## src/core/hbfm_defines.vh

```
// Register offsets, field positions, reset values and timing counts
`ifndef HBFM_DEFINES_VH
`define HBFM_DEFINES_VH
// Register word addresses
`define HBFM_ADR_CMD      4'h0
`define HBFM_ADR_STATUS   4'h1
`define HBFM_ADR_IRQ_STS  4'h2
`define HBFM_ADR_IRQ_MSK  4'h3
`define HBFM_ADR_DELAY    4'h4
`define HBFM_ADR_LIVE     4'h5
// Command word fields
`define HBFM_CMD_SRR      15
`define HBFM_CMD_ULDSD    13
`define HBFM_CMD_ENA_LO   0
`define HBFM_CMD_CFG_LO   8
// Status word fields
`define HBFM_ST_PSF       14
`define HBFM_ST_ULD       13
// Channel status codes
`define HBFM_HB_OFF       2'h0
`define HBFM_HB_OCS       2'h1
`define HBFM_HB_ULD       2'h2
`define HBFM_HB_ON        2'h3
// Interrupt bits
`define HBFM_IRQ_PSF_SET  0
`define HBFM_IRQ_PSF_CLR  1
`define HBFM_IRQ_ULD      2
// Reset values
`define HBFM_CMD_RST      16'h0000
`define HBFM_STATUS_RST   16'h0000
// Underload delay in microseconds and as cycles at 50 MHz
`define HBFM_ULD_DELAY_US 200
`define HBFM_CLK_MHZ      50
`define HBFM_ULD_CYCLES   (`HBFM_ULD_DELAY_US * `HBFM_CLK_MHZ)
`endif

```

## src/core/hbfm_core.v

```verilog
// Half-bridge fault manager with Wishbone register access
// Functional notes
// - Latched faults need host reset to recover
// - Supply lockout auto-recovers, status not latched
// - Config writes accepted during lockout, applied after
// - Load supply undervoltage forces outputs off, flags
// - Supply recovery clears flag, restores outputs
// - Interface and settings retained during undervoltage
// - Writes during undervoltage apply on recovery
// - Logic undervoltage clears command and status, off
// - Power-on reset zeroes command and status
// - Underload on any enabled, unlatched channel starts shared timer
// - Later underload does not restart timer
// - Expiry with shutdown enabled latches channel off
// - Shutdown disabled keeps drivers on
// - Status reset clears underload and reactivates
// - Channel status codes off, ocs, uld, on
//
// The Wishbone slave port and the register addresses were decided locally.
`timescale 1ns/1ns
`include "hbfm_defines.vh"
module hbfm_core #(
  parameter ULD_CYCLES = `HBFM_ULD_CYCLES
) (
  // Clock and reset
  input  wire        CORE_CLK,
  input  wire        RST_N,
  // Wishbone slave
  input  wire        WB_CYC_I,
  input  wire        WB_STB_I,
  input  wire        WB_WE_I,
  input  wire [3:0]  WB_ADR_I,
  input  wire [3:0]  WB_SEL_I,
  input  wire [31:0] WB_DAT_I,
  output reg  [31:0] WB_DAT_O,
  output reg         WB_ACK_O,
  // Supply and load monitors
  input  wire        VS1_UV,
  input  wire        VS2_UV,
  input  wire        VS_OV,
  input  wire        VCC_UV,
  input  wire [7:0]  UNDERLOAD,
  input  wire [7:0]  OVERCURRENT,
  input  wire        FRAME_START,
  // Driver outputs
  output reg  [7:0]  HB_ENABLE,
  output reg  [7:0]  HB_CONFIG,
  output wire        IRQ
);

// ----------------------------------------
// Input synchronisers
// ----------------------------------------
localparam NSYNC   = 21;
localparam SYN_VS1 = 16;
localparam SYN_VS2 = 17;
localparam SYN_OV  = 18;
localparam SYN_VCC = 19;
localparam SYN_FS  = 20;
wire [NSYNC-1:0] raw_in = {FRAME_START, VCC_UV, VS_OV,
                           VS2_UV, VS1_UV,
                           OVERCURRENT, UNDERLOAD};
reg  [NSYNC-1:0] s1_ff;
reg  [NSYNC-1:0] s2_ff;
reg  [NSYNC-1:0] s3_ff;
reg  [NSYNC-1:0] flt_ff;
genvar gi;
generate
  for (gi = 0; gi < NSYNC; gi = gi + 1)
  begin : g_sync
    always @(posedge CORE_CLK or negedge RST_N)
    begin
      if (!RST_N)
      begin
        s1_ff[gi]  <= 1'b0;
        s2_ff[gi]  <= 1'b0;
        s3_ff[gi]  <= 1'b0;
        flt_ff[gi] <= 1'b0;
      end
      else
      begin
        s1_ff[gi] <= raw_in[gi];
        s2_ff[gi] <= s1_ff[gi];
        s3_ff[gi] <= s2_ff[gi];
        if (s2_ff[gi] == s3_ff[gi])
          flt_ff[gi] <= s3_ff[gi];
      end
    end
  end
endgenerate
wire [7:0] uld_in  = flt_ff[7:0];
wire [7:0] ocs_in  = flt_ff[15:8];
wire       vs_uv   = flt_ff[SYN_VS1] | flt_ff[SYN_VS2];
wire       vs_ov   = flt_ff[SYN_OV];
wire       vcc_uv  = flt_ff[SYN_VCC];
wire       frm     = flt_ff[SYN_FS];

// ----------------------------------------
// Registers
// ----------------------------------------
reg  [15:0] cmd_ff;
reg  [15:0] status_ff;
reg  [7:0]  latch_ff;
reg  [7:0]  ocs_ff;
reg  [31:0] tmr_ff;
reg         tmr_run_ff;
reg  [2:0]  irq_sts_ff;
reg  [2:0]  irq_msk_ff;
reg         lock_d_ff;
reg         fs_d_ff;
wire        lockout = vs_uv | vs_ov;
wire        wb_req  = WB_CYC_I & WB_STB_I & ~WB_ACK_O;
wire        wb_wr   = wb_req & WB_WE_I;
wire        cmd_wr  = wb_wr & (WB_ADR_I == `HBFM_ADR_CMD);
wire        cmd_wr_lo = cmd_wr & WB_SEL_I[0];
wire        cmd_wr_hi = cmd_wr & WB_SEL_I[1];
wire        status_reset_request     = cmd_wr_hi & WB_DAT_I[`HBFM_CMD_SRR];
wire        uld_sd  = cmd_ff[`HBFM_CMD_ULDSD];
wire [7:0]  ena     = cmd_ff[7:0];
wire        tmr_last = (tmr_ff == 32'h00000001);
wire        tmr_exp = tmr_run_ff & tmr_last;
wire [7:0]  uld_act = uld_in & ena & ~latch_ff;
wire        uld_any = (uld_act != 8'h00);
wire        drv_off = vcc_uv | lockout;

// ----------------------------------------
// Frame start edge
// ----------------------------------------
always @(posedge CORE_CLK or negedge RST_N)
begin
  if (!RST_N)
    fs_d_ff <= 1'b0;
  else
    fs_d_ff <= frm;
end
wire fs_rise = frm & ~fs_d_ff;

// ----------------------------------------
// Command register and shared timer
// ----------------------------------------
always @(posedge CORE_CLK or negedge RST_N)
begin
  if (!RST_N)
  begin
    cmd_ff     <= `HBFM_CMD_RST;
    latch_ff   <= 8'h00;
    ocs_ff     <= 8'h00;
    tmr_ff     <= 32'h00000000;
    tmr_run_ff <= 1'b0;
  end
  else if (vcc_uv)
  begin
    cmd_ff     <= `HBFM_CMD_RST;
    latch_ff   <= 8'h00;
    ocs_ff     <= 8'h00;
    tmr_ff     <= 32'h00000000;
    tmr_run_ff <= 1'b0;
  end
  else
  begin
    // Stored even during lockout
    if (cmd_wr_lo)
      cmd_ff[7:0] <= WB_DAT_I[7:0];
    if (cmd_wr_hi)
      cmd_ff[15:8] <= {1'b0, WB_DAT_I[14:8]};
    ocs_ff <= ocs_ff | (ocs_in & ena);
    if (!tmr_run_ff && uld_any)
    begin
      tmr_run_ff <= 1'b1;
      tmr_ff     <= ULD_CYCLES;
    end
    else if (tmr_run_ff)
    begin
      tmr_ff <= tmr_ff - 32'h00000001;
      if (tmr_exp)
        tmr_run_ff <= 1'b0;
    end
    if (tmr_exp && uld_sd)
      latch_ff <= latch_ff | uld_act;
    if (status_reset_request)
    begin
      latch_ff <= 8'h00;
      ocs_ff   <= 8'h00;
    end
  end
end

// ----------------------------------------
// Channel status and status word
// ----------------------------------------
reg [15:0] nxt_status;
reg [1:0]  hb_st;
integer    i;
always @*
begin
  nxt_status = 16'h0000;
  hb_st      = `HBFM_HB_OFF;
  nxt_status[`HBFM_ST_PSF] = lockout;
  nxt_status[`HBFM_ST_ULD] = |latch_ff;
  for (i = 0; i < 2; i = i + 1)
  begin
    if (ocs_ff[i])
      hb_st = `HBFM_HB_OCS;
    else if (latch_ff[i])
      hb_st = `HBFM_HB_ULD;
    else if (ena[i])
      hb_st = `HBFM_HB_ON;
    else
      hb_st = `HBFM_HB_OFF;
    nxt_status[2*i+1 +: 2] = hb_st;
  end
end
always @(posedge CORE_CLK or negedge RST_N)
begin
  if (!RST_N)
    status_ff <= `HBFM_STATUS_RST;
  else if (vcc_uv)
    status_ff <= `HBFM_STATUS_RST;
  else if (fs_rise)
    status_ff <= nxt_status;
end

// ----------------------------------------
// Driver outputs
// ----------------------------------------
always @(posedge CORE_CLK or negedge RST_N)
begin
  if (!RST_N)
  begin
    HB_ENABLE <= 8'h00;
    HB_CONFIG <= 8'h00;
    lock_d_ff <= 1'b0;
  end
  else
  begin
    lock_d_ff <= lockout;
    if (drv_off)
      HB_ENABLE <= 8'h00;
    else
      HB_ENABLE <= ena & ~latch_ff & ~ocs_ff;
    if (!drv_off)
      HB_CONFIG <= cmd_ff[15:8];
  end
end

// ----------------------------------------
// Interrupts
// ----------------------------------------
wire       ev_lock_in  = lockout & ~lock_d_ff;
wire       ev_lock_out = lock_d_ff & ~lockout;
wire       ev_uld      = tmr_exp & uld_sd & uld_any;
wire [2:0] irq_ev      = {ev_uld, ev_lock_out, ev_lock_in};
wire       sts_wr = wb_wr & (WB_ADR_I == `HBFM_ADR_IRQ_STS) & WB_SEL_I[0];
wire [2:0] sts_clr = sts_wr ? WB_DAT_I[2:0] : 3'h0;
always @(posedge CORE_CLK or negedge RST_N)
begin
  if (!RST_N)
  begin
    irq_sts_ff <= 3'h0;
    irq_msk_ff <= 3'h0;
  end
  else
  begin
    irq_sts_ff <= (irq_sts_ff & ~sts_clr) | irq_ev;
    if (wb_wr && WB_ADR_I == `HBFM_ADR_IRQ_MSK && WB_SEL_I[0])
      irq_msk_ff <= WB_DAT_I[2:0];
  end
end
assign IRQ = |(irq_sts_ff & irq_msk_ff);

// ----------------------------------------
// Wishbone read and acknowledge
// ----------------------------------------
always @(posedge CORE_CLK or negedge RST_N)
begin
  if (!RST_N)
  begin
    WB_ACK_O <= 1'b0;
    WB_DAT_O <= 32'h00000000;
  end
  else
  begin
    WB_ACK_O <= wb_req;
    if (wb_req && !WB_WE_I)
    begin
      if (WB_ADR_I == `HBFM_ADR_CMD)
        WB_DAT_O <= {16'h0000, cmd_ff};
      else if (WB_ADR_I == `HBFM_ADR_STATUS)
        WB_DAT_O <= {16'h0000, status_ff};
      else if (WB_ADR_I == `HBFM_ADR_IRQ_STS)
        WB_DAT_O <= {29'h00000000, irq_sts_ff};
      else if (WB_ADR_I == `HBFM_ADR_IRQ_MSK)
        WB_DAT_O <= {29'h00000000, irq_msk_ff};
      else if (WB_ADR_I == `HBFM_ADR_LIVE)
        WB_DAT_O <= {16'h0000, nxt_status};
      else
        WB_DAT_O <= 32'h00000000;
    end
  end
end

endmodule // hbfm_core

```

## config.mk

```make
export PLATFORM = sky130hd
export DESIGN_NAME = hbfm_core
export DESIGN_NICKNAME = d
export VERILOG_FILES = /design/src/core/hbfm_core.v
export VERILOG_INCLUDE_DIRS = /design/src /design/src/core
export SDC_FILE = /design/constraint.sdc
export NUM_CORES = 1
export LEC_CHECK = 0
export ABC_AREA = 1
export BUFFER_PORTS_ARGS = -buffer_cell sky130_fd_sc_hd__buf_2
export CORE_AREA = 3 3 103 154
export CTS_CLUSTER_DIAMETER = 40
export CTS_CLUSTER_SIZE = 16
export DETAILED_ROUTE_END_ITERATION = 6
export DIE_AREA = 0 0 106 157
export HOLD_SLACK_MARGIN = 0.05
export PLACE_DENSITY = 0.79
export SYNTH_ARGS = -nofsm -noshare
export SYNTH_HDL_FRONTEND = slang
export SYNTH_SLANG_ARGS = --single-unit
export TNS_END_PERCENT = 50
```

## constraint.sdc

```tcl
create_clock -name CORE_CLK -period 2.9 [get_ports CORE_CLK]
set_clock_uncertainty 0.1 [all_clocks]
set_input_delay 0.435 -clock CORE_CLK [delete_from_list [all_inputs] [get_ports CORE_CLK]]
set_output_delay 0.435 -clock CORE_CLK [all_outputs]
set_load 0.02 [all_outputs]
```

==> results_dict.tcl, run 1 <==
set metrics [dict create \
    drt_first_iter_violations 404 \
    r2r-start "tmr_ff[0]" \
    tightestPinTransition_ps 773 \
    drc_errors 0 \
    pre_cts_slack_ps 684 \
    drtAntennaViolNets 0 \
    rsz0062_at_grt "false" \
    whs_path_depth 3 \
    synth-async-reset-ratio_pct 100 \
    avgSynthCellArea_sq_um 9.57 \
    die_y_microns 157 \
    die-area_sq_um 16600 \
    post_cts_buffers 0 \
    syn2layout_area_growth_pct 17.4 \
    ff2ff_setup_slack_ps 680 \
    cts_tree "done" \
    irDropWorstVdd_uv 365 \
    required_ps 3130 \
    cts_root_buffer "clkbuf_16" \
    nNetsFinal 1014 \
    clock-sinks 193 \
    grt_pass1_wl_mm 29.7 \
    critPathMaxFanout 7 \
    grt_pass1_vias 6143 \
    ys_ff_latch 193 \
    met2_usage_pct 41.9 \
    antenna_found_initial 0 \
    fin_setup_tns_ps 0 \
    maxCapViolations 0 \
    synth_edf_count 0 \
    dr.pass1.iters 5 \
    postSynthCellCount 835 \
    crit_type "reg -> reg" \
    gr-total-overflow 0 \
    utilization_pct 64.3 \
    initial_core_util_pct 54.8 \
    yosysSeqAreaShare_pct 60.4 \
    grt_max_degree 74 \
    crit_path_end_kind "flop" \
    fin_crit_ps 2220 \
    cts_buffers 17 \
    arrival_ps 2450 \
    die_w_microns 106 \
    outcome "finished, final reports clean" \
    fmax_mhz 450 \
    hold_viol 0 \
    cts_resized 0 \
    yosys_most_used_dff "dfrtp_1" \
    worstReg2RegEnd "tmr_ff[30]" \
    gp_congestion 0.952 \
    stdcell_count 1154 \
    antennaDiodeCount 0 \
    maxSlewHeadroom_pct 48.3 \
    fillers 1175 \
    post_drt_wl_per_cell_microns 15.9 \
    setup_ws_ps 678 \
    netlist_top_cells_area "dfrtp_1 60%, nand2_1 7.7%, nand3_1 5.8%" \
    regArea_sq_um 4830 \
    cts_max_path_buffers 2 \
    synth_top_area_share_pct 60.4 \
    vias 6143 \
    worst_setup_path_start_kind "flop" \
    portBuffers 79 \
    htree_levels 4 \
    totalWireLength_mm 18.3 \
    hold-path-endpoint "cmd_ff[10]" \
    finalMaxSlewViolations 0 \
    fin_crit_sh_pct 76.6 \
    hp-class "in -> reg" \
    drive_gt1_share_pct 15.3 \
    path_clk_slew_ps 70 \
    grtUsageTotal_pct 22.8 \
    powerDensity_nw_per_um2 661 \
    via_per_inst 5.32 \
    grt_use_met1_pct 25.6 \
    synth.most_common_cell "dfrtp_1" \
    hp-start "WB_DAT_I[10]" \
    yosys.area.top_type "dfrtp_1" \
    grt_most_used_layer "met2" \
    yosys_warnings 0 \
    post-dp-hpwl_mm 12.9 \
    core_area_sq_um 14600 \
    io_pins 116 \
    reg2reg_depth 9 \
    synth.distinct_cells 36 \
    synthesis.area_sq_um 7990 \
    setup_violations 0 \
    dp.cells 1101 \
    multi_input_area_sq_um 2710 \
    groute.layer.met3.usage_pct 3.57 \
    insertion_delay_ps 440 \
    rows 54 \
    synth.top_cells.by_count "193 x dfrtp_1, 164 x nand2_1, 92 x nand3_1" \
    p_leak_nw 4.74 \
    ctsHoldBuffers 22 \
]
[routing by layer]
metal / vias up / wire length [microns]
li1: 2931 / -
met1: 2977 / 6980
met2: 195 / 9870
met3: 40 / 833
met4: 0 / 615
met5: - / 0
[placed cells by master (no fill, tap or decap), types with 2 or more instances in the layout]
master	count
dfrtp_1	193
nand2_1	164
nand3_1	92
nor2_1	85
buf_2	78
inv_1	76
o21ai_0	46
a21oi_1	27
dlygate4sd3_1	22
maj3_1	21
conb_1	18
nand4_1	17
clkbuf_16	17
xor2_1	11
o21ai_1	9
o22ai_1	9
nor4_1	8
nor2_2	8
buf_4	7
nand2_2	5
nor2_4	5
inv_2	4
nor3_1	3
inv_8	3
clkinv_4	3
inv_6	3
nor3_2	2
nor3_4	2
ha_1	2
clkinv_8	2
buf_12	2
[worst max path at each step]
stage | to | slack (ps) | from | cells after the start
final | tmr_ff[30] | 680 | tmr_ff[0] | 9
after global routing | tmr_ff[23] | 540 | cmd_ff[3] | 8
after CTS | tmr_ff[30] | 710 | tmr_ff[0] | 9
after floorplan | tmr_ff[26] | 1170 | tmr_ff[0] | 9
after global placement | cmd_ff[3] | 720 | WB_ADR_I[3] | 8
after detailed placement | cmd_ff[3] | 680 | WB_ADR_I[3] | 8
[per-stage QoR]
step	total power, mW	area (sq um)	hold WS (ps)
after floorplan	3.68	8060	39.4
after global placement	3.94	8590	233
after detailed placement	3.97	8590	235
after CTS	6.23	9380	141
after global routing	6.50	9380	163
final	6.20	9380	143
[worst max-delay path, stage by stage (launching register included)]
cell	delay [ps]
dfrtp_1	380
inv_1	210
ha_1	360
inv_1	70
nor2_1	320
nand2_1	190
nor2_1	230
nand3_1	100
nand2_1	100
nor2_1	40
[layout make-up]
class	instances	share of cell area (%)
tap	196	2.61
inverter	81	3.24
timing repair buffer	110	7.64
sequential	193	51.5
multi-input combinational	543	28.9
clock buffer	17	4.53
clock inverter	14	1.57
[logic make-up (layout without fill, tap and decap cells)]
| family | count (synthesis) | in the layout | share of synthesized area (%) |
|---|---|---|---|
| XOR/XNOR | 12 | 12 | 1.31 |
| adder cells (fa/ha/maj) | 23 | 23 | 2.94 |
| AND/OR/NAND/NOR | 394 | 394 | 22.4 |
| buffers and inverters | 116 | 222 | 6.45 |
| AO/OA/AOI/OAI | 96 | 96 | 6.43 |
| other | 1 | 18 | 0.0469 |
| flip-flops | 193 | 193 | 60.4 |
[where the power goes]
| part | total, mW | internal [mW] | leakage, nW | switching [mW] |
|---|---|---|---|---|
| Sequential | 2.93 | 2.82 | 2.47 | 0.104 |
| Combinational | 1.02 | 0.359 | 2.00 | 0.663 |
| Clock | 2.25 | 1.14 | 0.279 | 1.11 |
[registers in the layout, summed over array words and instances, names as in the netlist, 6 cells and up]
name and count:
HB_CONFIG 7, tmr_ff 32, status_ff 6, s2_ff 21, latch_ff 8, ocs_ff 8, s1_ff 21, HB_ENABLE 8
cmd_ff 15, flt_ff 18, WB_DAT_O 15, s3_ff 21
Power figures use the tool's default switching activity.
==> inputs of run 2 (changes only) <==
==> constraint.sdc (replaced) <==
create_clock -name CORE_CLK -period 2.1 [get_ports CORE_CLK]
set_clock_uncertainty 0.1 [all_clocks]
set_input_delay 0.315 -clock CORE_CLK [delete_from_list [all_inputs] [get_ports CORE_CLK]]
set_output_delay 0.315 -clock CORE_CLK [all_outputs]
set_load 0.02 [all_outputs]
==> results_dict.tcl, run 2 (same netlist as run 1, synthesis figures left out) <==
set metrics [dict create \
    outcome "finished, final reports clean" \
    critPathMaxFanout 10 \
    path_clk_slew_ps 80 \
    setup_violations 0 \
    grtUsageTotal_pct 24.1 \
    regMostFlops "tmr_ff" \
    htree_levels 4 \
    post-dp-hpwl_mm 13.0 \
    hold_slack_ps 96.7 \
    fin_setup_tns_ps 0 \
    post_drt_wl_per_cell_microns 15.9 \
    rsz0062_at_grt "false" \
    maxSlewHeadroom_pct 66.5 \
    required_ps 2340 \
    portBuffers 79 \
    totalWireLength_mm 18.9 \
    die_y_microns 157 \
    fin_crit_ps 1940 \
    design_power_total_mw 8.79 \
    utilization_pct 66.8 \
    grt_max_degree 62 \
    cts_buffers 17 \
    via_per_inst 5.27 \
    largest_register_ffs 32 \
    fmax_mhz 515 \
    pre_cts_slack_ps 143 \
    gp_congestion 0.954 \
    rows 54 \
    crit_type "reg -> reg" \
    nNetsFinal 1047 \
    drive_gt1_share_pct 16.9 \
    fin_area_sq_um 9740 \
    die_w_microns 106 \
    clock-sinks 193 \
    dr.pass1.iters 5 \
    worst_setup_path_start_kind "flop" \
    finalMaxSlewViolations 0 \
    crit_path_end_kind "flop" \
    final_cell_mix "193 x dfrtp_1, 164 x nand2_1, 92 x nand3_1" \
    die-area_sq_um 16600 \
    p_leak_nw 4.93 \
    initial_core_util_pct 54.8 \
    grt_pass1_wl_mm 31.3 \
    combPwrFrac_pct 16.8 \
    cts_root_buffer "clkbuf_16" \
    maxCapViolations 0 \
    sequentialPowerShare_pct 46.0 \
    dp.cells 1121 \
    powerDensity_nw_per_um2 902 \
    gr-total-overflow 0 \
    layout_commonest_cell "dfrtp_1" \
    antennaDiodeCount 0 \
    core_area_sq_um 14600 \
    clkPwrFrac_pct 37.2 \
    p_sw_share_pct 30.5 \
    antenna_found_initial 0 \
    arrival_ps 2190 \
    hold_viol 0 \
    internal_power_mw 6.11 \
    io_pins 116 \
    fin_crit_sh_pct 92.5 \
    insertion_delay_ps 440 \
    setup_ws_ps 157 \
    p_sw_mw 2.68 \
    hp-class "in -> reg" \
    grt_pass1_vias 6320 \
    tightestPinTransition_ps 502 \
    stdcell_count 1188 \
    vias 6256 \
    irDropWorstVdd_uv 482 \
    drtAntennaViolNets 0 \
    cts_max_path_buffers 2 \
    drt_first_iter_violations 461 \
    syn2layout_area_growth_pct 21.9 \
    placed_area_sq_um 8780 \
    cts_tree "done" \
    drc_errors 0 \
]
[run 2: cell types whose count changed in the layout (fill, tap and decap cells not counted), moves of 2 or more]
cell / previous run / this run
buf_4: 7 / 24
dlygate4sd3_1: 22 / 35
buf_12: 2 / 5
clkinv_4: 3 / 1
clkinv_8: 2 / 4
[run 2: area by class of cell]
type / count / area [sq um]
sequential: 193 / 4830
inverter: 81 / 304
clock inverter: 14 / 178
clock buffer: 18 / 439
multi-input combinational: 543 / 2710
fill: 1144 / 4850
tap: 196 / 245
timing repair buffer: 143 / 1030
[run 2: path summary, 6_finish.rpt]
kind / startpoint / depth (start not counted) / to / slack [ps]
hold reg to reg: s1_ff[15] / 0 / s2_ff[15] / 250
min in group asynchronous: RST_N / 2 / s2_ff[13] / 310
hold / removal: WB_CYC_I / 3 / WB_ACK_O / 100
setup reg to reg: tmr_ff[18] / 7 / latch_ff[3] / 160
setup / recovery: tmr_ff[18] / 7 / latch_ff[3] / 160
max in group asynchronous: RST_N / 3 / irq_msk_ff[2] / 950
[run 2: repair_timing]
action                                  4_1_cts  5_1_grt
endpoints found under the setup margin        0        5
buffers inserted                              0        0
hold endpoints to repair                     92        0
hold buffers                                 35        0
resized for setup                             0        1
[run 2: power by group through the flow]
stage	combinational, mW	clock (mW)	sequential, mW
after floorplan	1.00	0	4.09
after CTS	1.48	3.33	4.04
final	1.48	3.27	4.04
after detailed placement	1.42	0	4.11
after global placement	1.40	0	4.10
after global routing	1.69	3.49	4.06
[run 2: critical path, cell delays in order, from the launching register on]
cell     delay [ps]
dfrtp_1         440
nor2_2          170
nand2_1         120
nor2_4          150
nand2_2          70
nor3_4          410
nand3_1         160
a21oi_1         210
[run 2: routing by layer]
layer,vias up,share of wire (%),track usage [%]
li1,2987,-,-
met1,3012,38,27.2
met2,196,54,43.6
met3,61,4.0,3.86
met4,0,4.5,12.7
met5,-,0,0
==> inputs of run 3 (changes only) <==
--- a/config.mk
+++ b/config.mk
@@ -8,11 +8,11 @@
 export LEC_CHECK = 0
 export ABC_AREA = 1
 export BUFFER_PORTS_ARGS = -buffer_cell sky130_fd_sc_hd__buf_2
-export CORE_AREA = 3 3 103 154
+export CORE_AREA = 2 2 102 153
 export CTS_CLUSTER_DIAMETER = 40
 export CTS_CLUSTER_SIZE = 16
 export DETAILED_ROUTE_END_ITERATION = 6
-export DIE_AREA = 0 0 106 157
+export DIE_AREA = 0 0 104 155
 export HOLD_SLACK_MARGIN = 0.05
 export PLACE_DENSITY = 0.79
 export SYNTH_ARGS = -nofsm -noshare
==> results_dict.tcl, run 3 (same netlist as run 1, synthesis figures left out) <==
set metrics [dict create \
    dr.pass1.iters 5 \
    utilization_pct 65.1 \
    grt_max_degree 66 \
    maxSlewHeadroom_pct 65.5 \
    maxCapViolations 0 \
    multi_input_area_sq_um 2710 \
    gr-total-overflow 0 \
    required_ps 2350 \
    die_y_microns 155 \
    cts_tree "done" \
    crit_type "reg -> reg" \
    regMostFlops "tmr_ff" \
    dp.cells 1125 \
    crit_family "simple AND/OR/NAND/NOR gates" \
    drtAntennaViolNets 0 \
    grt_pass1_vias 6352 \
    irDropWorstVdd_uv 514 \
    rsz0062_at_grt "false" \
    path_buf_inv 0 \
    arrival_ps 2160 \
    cts_max_path_buffers 2 \
    fin_setup_tns_ps 0 \
    r2r-start "tmr_ff[18]" \
    met3_length_microns 748 \
    grtUsageTotal_pct 24.5 \
    hold_slack_ps 67.9 \
    gp_congestion 0.951 \
    grt_pass1_wl_mm 30.9 \
    finalMaxSlewViolations 0 \
    vias 6311 \
    clock-sinks 193 \
    hold_viol 0 \
    via_per_inst 5.31 \
    fillers 1173 \
    totalWireLength_mm 18.6 \
    antennaDiodeCount 0 \
    fin_crit_ps 1910 \
    outcome "finished, final reports clean" \
    cts_root_buffer "clkbuf_16" \
    portBuffers 79 \
    htree_levels 4 \
    dr_wl_met2_mm 10.3 \
    syn2layout_area_growth_pct 21.1 \
    rows 55 \
    powerDensity_nw_per_um2 911 \
    cts_buffers 17 \
    wl_met1_mm 6.95 \
    critPathMaxFanout 10 \
    post_drt_wl_per_cell_microns 15.6 \
    drt_first_iter_violations 396 \
    hp-start "WB_DAT_I[4]" \
    die-area_sq_um 16100 \
    io_pins 116 \
    initial_core_util_pct 53.8 \
    final_cell_mix "193 x dfrtp_1, 164 x nand2_1, 92 x nand3_1" \
    core_area_sq_um 14900 \
    highest_layer "met4" \
    path_clk_slew_ps 70 \
    regArea_sq_um 4830 \
    hp-class "in -> reg" \
    startpoint "tmr_ff[18]" \
    setup_violations 0 \
    antenna_found_initial 0 \
    fmax_mhz 523 \
    post-dp-hpwl_mm 12.9 \
    insertion_delay_ps 440 \
    die_w_microns 104 \
    crit_path_end_kind "flop" \
    layout_commonest_cell "dfrtp_1" \
    worstPathCellList "nor2_2 -> nand2_1 -> nor2_4 -> nand2_2 -> nor3_4 -> nand3_1 -> a21oi_1" \
    drc_errors 0 \
    tightestPinTransition_ps 517 \
    stdcell_count 1189 \
    worst_setup_path_start_kind "flop" \
    cp_slowest_cell "dfrtp_1" \
    p_leak_nw 4.91 \
    fin_crit_sh_pct 91.1 \
    drive_gt1_share_pct 17.0 \
    post_cts_buffers 0 \
    nNetsFinal 1045 \
    largest_register_ffs 32 \
    max_stage_delay_ps 450 \
]
[run 3: changes by cell type in the layout (fill, tap and decap cells not counted), sizes merged]
cell / delta
inv: -2
bufinv: +2
clkinv: -1
buf: +1
dlygate4sd3: -3
clkbuf: +1
[run 3: stage by stage]
step / total power, mW / area, sq um / worst slack, ps
6_report: 8.82 / 9680 / 187
2_1_floorplan: 5.09 / 8060 / 370
4_1_cts: 8.86 / 9680 / 147
3_5_place_dp: 5.51 / 8750 / 200
3_3_place_gp: 5.48 / 8750 / 269
5_1_grt: 9.23 / 9680 / 32.9
[run 3: worst paths after layout]
path	endpoint	slack [ps]	cells after the start
max	latch_ff[0]	190	7
min	cmd_ff[4]	70	3
max reg2reg	latch_ff[0]	190	7
min reg2reg	s2_ff[17]	250	0
max in group asynchronous	s1_ff[16]	960	3
min in group asynchronous	s3_ff[5]	260	2
[run 3: worst reg2reg max path: stages, from the launching register on]
cell and delay (ps):
dfrtp_1 450, nor2_2 180, nand2_1 120, nor2_4 140
nand2_2 70, nor3_4 450, nand3_1 130, a21oi_1 180
[run 3: area by class of cell]
| class | count | area share (%) |
|---|---|---|
| flip-flops and latches | 193 | 49.9 |
| clock buffers | 19 | 4.57 |
| clock inverters | 13 | 1.74 |
| inverters | 81 | 3.14 |
| well taps | 199 | 2.57 |
| multi-input cells | 543 | 28.0 |
| repair buffers | 141 | 10.1 |
[run 3: what timing repair did]
| action | CTS | global route |
|---|---|---|
| setup endpoints to repair | 0 | 1 |
| gates resized for setup | 0 | 1 |
| hold buffers | 32 | 0 |
| endpoints found under the hold margin | 71 | 0 |
[run 3: power breakdown]
part	total, mW	switching, mW	internal, mW	leakage (nW)
Clock	3.31	1.47	1.84	0.302
Sequential	4.05	0.149	3.90	2.47
Combinational	1.47	0.933	0.535	2.14
Total	8.82	2.55	6.27	4.91
[run 3: routing by layer]
| metal | vias to the layer above | global-route usage [%] |
|---|---|---|
| li1 | 2989 | - |
| met5 | - | 0 |
| met1 | 3076 | 26.7 |
| met4 | 0 | 12.0 |
| met3 | 44 | 4.52 |
| met2 | 202 | 45.4 |
